$ cat src/bus_strobe_pkg.sv
// constants shared by the external bus strobe and wait-state logic
package bus_strobe_pkg;
    // ------------------------------------------------------------
    // configuration field positions
    // ------------------------------------------------------------
    localparam int CFG_WIDTH = 8;
    localparam int CFG_WRITE_STYLE_BIT = 2;
    localparam logic [7:0] CFG_RESET = 8'h00;
    // ------------------------------------------------------------
    // bus timing
    // ------------------------------------------------------------
    localparam int WAIT_WIDTH = 2;
    localparam logic [1:0] WAIT_ZERO = 2'h0;
    localparam int SYNC_STAGES = 3;
    // ------------------------------------------------------------
    // cycle states
    // ------------------------------------------------------------
    typedef enum logic [1:0] {
        ST_IDLE = 2'b00,
        ST_STROBE = 2'b01,
        ST_WAIT = 2'b11,
        ST_DONE = 2'b10
    } cycle_state_t;
endpackage : bus_strobe_pkg

$ cat src/ready_sync.sv
// three-stage synchroniser for the external ready pin
`timescale 1ns/100ps
`default_nettype none
module ready_sync (
    // clock and reset
    input wire logic clk_in,
    input wire logic rst_b_in,
    // pin side
    input wire logic pin_in,
    // synchronised level
    output logic level_out
);
    logic [2:0] stage;
    logic [2:0] next_stage;
    logic next_level;

    // ------------------------------------------------------------
    // shift chain; the level only moves once stages two and three agree
    // ------------------------------------------------------------
    always_comb begin
        next_stage = {stage[1:0], pin_in};
        next_level = (stage[2] == stage[1]) ? stage[2] : level_out;
    end

    always_ff @(posedge clk_in) begin
        if (!rst_b_in) begin
            stage <= 3'h0;
            level_out <= 1'b0;
        end else begin
            stage <= next_stage;
            level_out <= next_level;
        end
    end
endmodule : ready_sync
`default_nettype wire

$ cat src/external_bus_strobe_ready.sv
// external bus strobe generation with programmed and ready-driven wait states
`timescale 1ns/100ps
`default_nettype none
// Operation
// - ready input adds waits beyond programmed ones
// - ready high: only programmed waits inserted
// - internal accesses ignore ready entirely
// - combined write strobe only on external writes
// - config bit two selects write pin function
// - 16-bit: high strobe on high/word writes
// - 8-bit: high strobe on every write
// - config bit selects byte-high or high strobe
// - read strobe only on external reads
// - low strobe on low/word or 8-bit writes
module external_bus_strobe_ready
    import bus_strobe_pkg::*;
(
    // clock and reset
    input wire logic CLK_IN,
    input wire logic RST_B_IN,
    // configuration
    input wire logic [CFG_WIDTH-1:0] CHIP_CONFIG_REG_ZERO_IN,
    // cpu access request
    input wire logic REQ_VALID_IN,
    input wire logic REQ_WRITE_IN,
    input wire logic REQ_EXTERNAL_IN,
    input wire logic REQ_BUS16_IN,
    input wire logic [1:0] REQ_BYTE_EN_IN,
    input wire logic [WAIT_WIDTH-1:0] REQ_WAITS_IN,
    // cpu handshake
    output logic REQ_READY_OUT,
    output logic DONE_OUT,
    // external bus pins
    input wire logic READY_IN,
    output logic RD_N_OUT,
    output logic WR_LOW_PIN_N_OUT,
    output logic WR_HIGH_PIN_N_OUT
);
    // ------------------------------------------------------------
    // ready synchroniser
    // ------------------------------------------------------------
    logic ready_level;

    ready_sync u_ready_sync (
        .clk_in(CLK_IN),
        .rst_b_in(RST_B_IN),
        .pin_in(READY_IN),
        .level_out(ready_level)
    );

    // ------------------------------------------------------------
    // elaboration checks
    // ------------------------------------------------------------
    // the style bit must sit inside the configuration word, and the
    // wait counter needs at least one bit to count the programmed waits
    if (CFG_WRITE_STYLE_BIT >= CFG_WIDTH) begin : g_bad_style_bit
        $error("write style bit outside the configuration word");
    end
    if (WAIT_WIDTH < 1) begin : g_bad_wait_width
        $error("wait counter width must be at least one");
    end

    // ------------------------------------------------------------
    // strobe decode
    // ------------------------------------------------------------
    function automatic logic [2:0] strobe_decode(input logic wr, input logic ext,
                                                 input logic bus16, input logic [1:0] be,
                                                 input logic combined);
        logic rd_n;
        logic lo_n;
        logic hi_n;
        rd_n = !(ext && !wr);
        if (combined) begin
            lo_n = !(ext && wr);
            hi_n = !(ext && bus16 && be[1]);
        end else begin
            lo_n = !(ext && wr && (!bus16 || be[0]));
            hi_n = !(ext && wr && (!bus16 || be[1]));
        end
        return {rd_n, lo_n, hi_n};
    endfunction : strobe_decode

    // ------------------------------------------------------------
    // cycle sequencer
    // ------------------------------------------------------------
    cycle_state_t state;
    cycle_state_t next_state;
    logic [WAIT_WIDTH-1:0] wait_left;
    logic [WAIT_WIDTH-1:0] next_wait_left;
    logic cur_ext;
    logic next_cur_ext;
    logic [2:0] strobes;
    logic [2:0] next_strobes;

    assign REQ_READY_OUT = (state == ST_IDLE);
    // write style of the live configuration, and a request taken on this edge
    logic style_combined;
    logic req_taken;
    assign style_combined = CHIP_CONFIG_REG_ZERO_IN[CFG_WRITE_STYLE_BIT];
    assign req_taken = REQ_VALID_IN && REQ_READY_OUT;

    always_comb begin
        next_state = state;
        next_wait_left = wait_left;
        next_cur_ext = cur_ext;
        next_strobes = strobes;
        unique case (state)
            ST_IDLE: begin
                if (REQ_VALID_IN) begin
                    next_cur_ext = REQ_EXTERNAL_IN;
                    next_wait_left = REQ_WAITS_IN;
                    next_strobes = strobe_decode(REQ_WRITE_IN, REQ_EXTERNAL_IN, REQ_BUS16_IN,
                        REQ_BYTE_EN_IN, style_combined);
                    next_state = ST_STROBE;
                end
            end
            ST_STROBE: begin
                // programmed waits run first; ready only extends past them
                if (wait_left != WAIT_ZERO) begin
                    next_wait_left = wait_left - 2'h1;
                end else if (cur_ext && !ready_level) begin
                    next_state = ST_WAIT;
                end else begin
                    next_state = ST_DONE;
                    next_strobes = 3'h7;
                end
            end
            ST_WAIT: begin
                if (ready_level) begin
                    next_state = ST_DONE;
                    next_strobes = 3'h7;
                end
            end
            ST_DONE: begin
                next_state = ST_IDLE;
            end
        endcase
    end

    always_ff @(posedge CLK_IN) begin
        if (!RST_B_IN) begin
            state <= ST_IDLE;
            wait_left <= WAIT_ZERO;
            cur_ext <= 1'b0;
            strobes <= 3'h7;
        end else begin
            state <= next_state;
            wait_left <= next_wait_left;
            cur_ext <= next_cur_ext;
            strobes <= next_strobes;
        end
    end

    assign DONE_OUT = (state == ST_DONE);
    assign RD_N_OUT = strobes[2];
    assign WR_LOW_PIN_N_OUT = strobes[1];
    assign WR_HIGH_PIN_N_OUT = strobes[0];
endmodule : external_bus_strobe_ready
`default_nettype wire

$ cat config.mk
export PLATFORM = sky130hd
export DESIGN_NAME = external_bus_strobe_ready
export DESIGN_NICKNAME = d
export VERILOG_FILES = /design/src/bus_strobe_pkg.sv /design/src/ready_sync.sv /design/src/external_bus_strobe_ready.sv
export SDC_FILE = /design/constraint.sdc
export NUM_CORES = 1
export LEC_CHECK = 0
export ABC_AREA = 1
export BUFFER_PORTS_ARGS = -buffer_cell sky130_fd_sc_hd__buf_2
export CAP_MARGIN = 20
export CORE_MARGIN = 3
export CORE_UTILIZATION = 40
export DETAILED_ROUTE_END_ITERATION = 8
export PLACE_DENSITY = 0.69
export SYNTH_ARGS = -nofsm -noshare
export SYNTH_HDL_FRONTEND = slang
export SYNTH_SLANG_ARGS = --single-unit
$ cat constraint.sdc
create_clock -name CLK_IN -period 1.5 [get_ports CLK_IN]
set_input_delay 0.225 -clock CLK_IN [delete_from_list [all_inputs] [get_ports CLK_IN]]
set_output_delay 0.225 -clock CLK_IN [all_outputs]
set_load 0.02 [all_outputs]
==> impl_metrics.yaml <==
placed_design:
  dp.cells: 128
  numPortBuffers: 16
  gp_congestion: 0.805
  dpl.hpwl_um: 1080
yosys:
  ys_ff_latch: 12
  ys_warn_count: 0
  ys_types: 15
  synthTopCellsByArea: "dfxtp_1 36%, nand2_1 14%, ha_1 9.4%"
  syn_inst: 97
  postSynthAreaPerCell_um2: 6.88
  yosysTopAreaCellShare_pct: 36.0
  synth_nets: 121
  netlist.top_cell.by_area: "dfxtp_1"
  ys_seq_area_share_pct: 36.0
  syn-cell-area_um2: 667
worst_setup_path:
  cp_slowest_cell: "dfxtp_1"
  crit_path_end_kind: "primary output"
  crit_start: "state[0]"
  arrival_ns: 1.17
  required_ns: 1.27
  path_class: "flop to primary output"
  crit_path_cell_trace: "inv_1 > ha_1 > buf_2"
  crit_path_start_kind: "flop"
  r2r-start: "state[0]"
  cpPeakStageDelay_ns: 0.39
  crit_fanout: 4
power:
  power_w: 0.00166
  power.density_nw_per_um2: 2070
  power.internal_w: 0.000901
  pwr-share-seq_pct: 27.6
  leakage_nw: 0.436
  power.switching_w: 0.000760
  vdd_drop_max_mv: 0.785
  swShare_pct: 45.8
  clkPwrFrac_pct: 15.5
  combPwrFrac_pct: 56.8
clocking:
  cts_buffers: 3
  clockRootBuffer: "clkbuf_4"
  clk_pin_slew_ns: 0.08
  cts_tree: "yes"
  clk_latency_ns: 0.27
  cts_buffer_depth: 2
  cts_num_sinks: 12
  cts_setup_buffers: 0
  htreeDepth: 1
global_route:
  grt-ovfl-total: 0
  grt_pass1_vias: 531
  grt_pass1_wl_um: 2060
  grt_max_degree: 10
  grt_antenna_before_repair: 0
  grt_usage_pct: 13.5
floorplanning:
  chipHeight_um: 46.8
  num_rows: 14
  core_region_area_um2: 1540
  die_area_um2: 2190
  io_pins: 24
  fp.dieW_um: 46.8
  start_util_pct: 43.3
sta:
  fmax_mhz: 716
  finalCritPeriodShare_pct: 93.2
  fin_crit_ns: 1.40
  finClkSkew_ns: 0.00393
  fin_setup_tns_ns: 0
  finalMaxSlewViolations: 0
  rsz0062_at_grt: "false"
  slew_headroom_pct: 86.9
  finalSetupViolCount: 0
  hold_violations: 0
  worstMarginPinSlew_ns: 0.196
flow_run:
  cap_viol_max_count: 0
routing:
  vias: 637
  top_layer: "met3"
  drc: 0
  ant_nets: 0
  wl_met1_um: 576
  dr.pass1.iters: 4
  wl_per_cell_um: 9.80
  wl_met3_um: 74
  wl_um: 1290
  routed_via_density: 4.83
  wl_met2_um: 643
  drt-initial-drc-count: 9
finish:
  areaGrowthSynthToFinish_pct: 20.1
  fin_nets: 141
  final_cells: 132
  diodes: 0
  drive_gt1_share_pct: 28.4
min_path:
  hold_start: "READY_IN"
  hold_path_class: "primary input to flop"
outcome:
  status: "finished clean"
[kinds of logic (layout without fill, tap and decap cells)]
| family | after synthesis | count (layout) | synth area share [%] |
|---|---|---|---|
| AOI/OAI and AO/OA | 13 | 13 | 9.76 |
| adders and majority gates | 5 | 5 | 9.38 |
| buffers and inverters | 19 | 38 | 10.9 |
| DFF | 12 | 12 | 36.0 |
| and+or+nand+nor | 48 | 48 | 34.0 |
[routing by layer]
| layer | global-route usage (%) | up-vias |
|---|---|---|
| li1 | - | 336 |
| met4 | 6.63 | 0 |
| met1 | 16.4 | 287 |
| met3 | 4.60 | 0 |
| met2 | 21.4 | 14 |
| met5 | 0 | - |
[stage by stage]
step                      worst slack, ns  util, %  hold slack, ns  cell area (µm²)
final                               0.102     51.9           0.127              801
after global routing              0.00212     51.9           0.134              801
after CTS                          0.0954     51.8           0.120              798
after detailed placement            0.134     49.4           0.413              762
after global placement              0.169     49.4           0.400              762
after floorplan                     0.165        -           0.323              667
[repair_timing]
item | in CTS | in global routing
setup endpoints to repair | 0 | 1
gates resized for setup | 0 | 1
hold buffers | 0 | 0
[area by class of cell]
type	instances	area (µm²)
repair buffers	16	80.1
inverters	18	67.6
fillers	162	741
clock buffers	4	36.3
multi-input cells	66	357
well taps	16	20.0
flip-flops and latches	12	240
[power groups by stage]
stage / logic (W) / registers (W) / clock network (W)
2_1_floorplan: 0.000736 / 0.000488 / 0
3_3_place_gp: 0.000924 / 0.000461 / 0
3_5_place_dp: 0.000945 / 0.000467 / 0
4_1_cts: 0.000949 / 0.000459 / 0.000269
5_1_grt: 0.00107 / 0.000468 / 0.000280
6_report: 0.000944 / 0.000459 / 0.000258
[state kept, by name (all words and copies together) (netlist names)]
name,cells
strobes,3
state,2
u_ready_sync.level_out,1
wait_left,2
cur_ext,1
u_ready_sync.stage,3
[path summary, 6_finish.rpt]
path                                              end  slack, ns  depth (start not counted)
worst min register to register  u_ready_sync.stage[1]       0.44                          2
worst min-delay path            u_ready_sync.stage[0]       0.13                          3
worst max register to register             strobes[0]       0.14                          8
worst max-delay path                    REQ_READY_OUT       0.10                          3
[cells in the final DEF (no fill, tap or decap)]
master / count
a21oi_1: 6
buf_2: 16
clkbuf_4: 3
clkbuf_8: 1
dfxtp_1: 12
ha_1: 4
ha_2: 1
inv_1: 16
inv_2: 2
nand2_1: 25
nand2_2: 6
nand3_1: 7
nand3_2: 2
nor2_1: 6
nor2_2: 1
nor2_4: 1
o21ai_0: 3
o21ai_1: 4
[synth_stat cells]
cell type,instances
a21oi_1,6
buf_2,1
dfxtp_1,12
ha_1,5
inv_1,16
inv_2,2
nand2_1,25
nand2_2,6
nand3_1,7
nand3_2,2
nor2_1,6
nor2_2,1
nor2_4,1
o21ai_0,3
o21ai_1,4
[worst max-delay path: cells and delay by family, from the launching register on]
kind | cells | cell delay [ns]
DFF | 1 | 0.39
buffers and inverters | 2 | 0.27
adders and majority gates | 1 | 0.26
(Power assumes the default switching activity.)
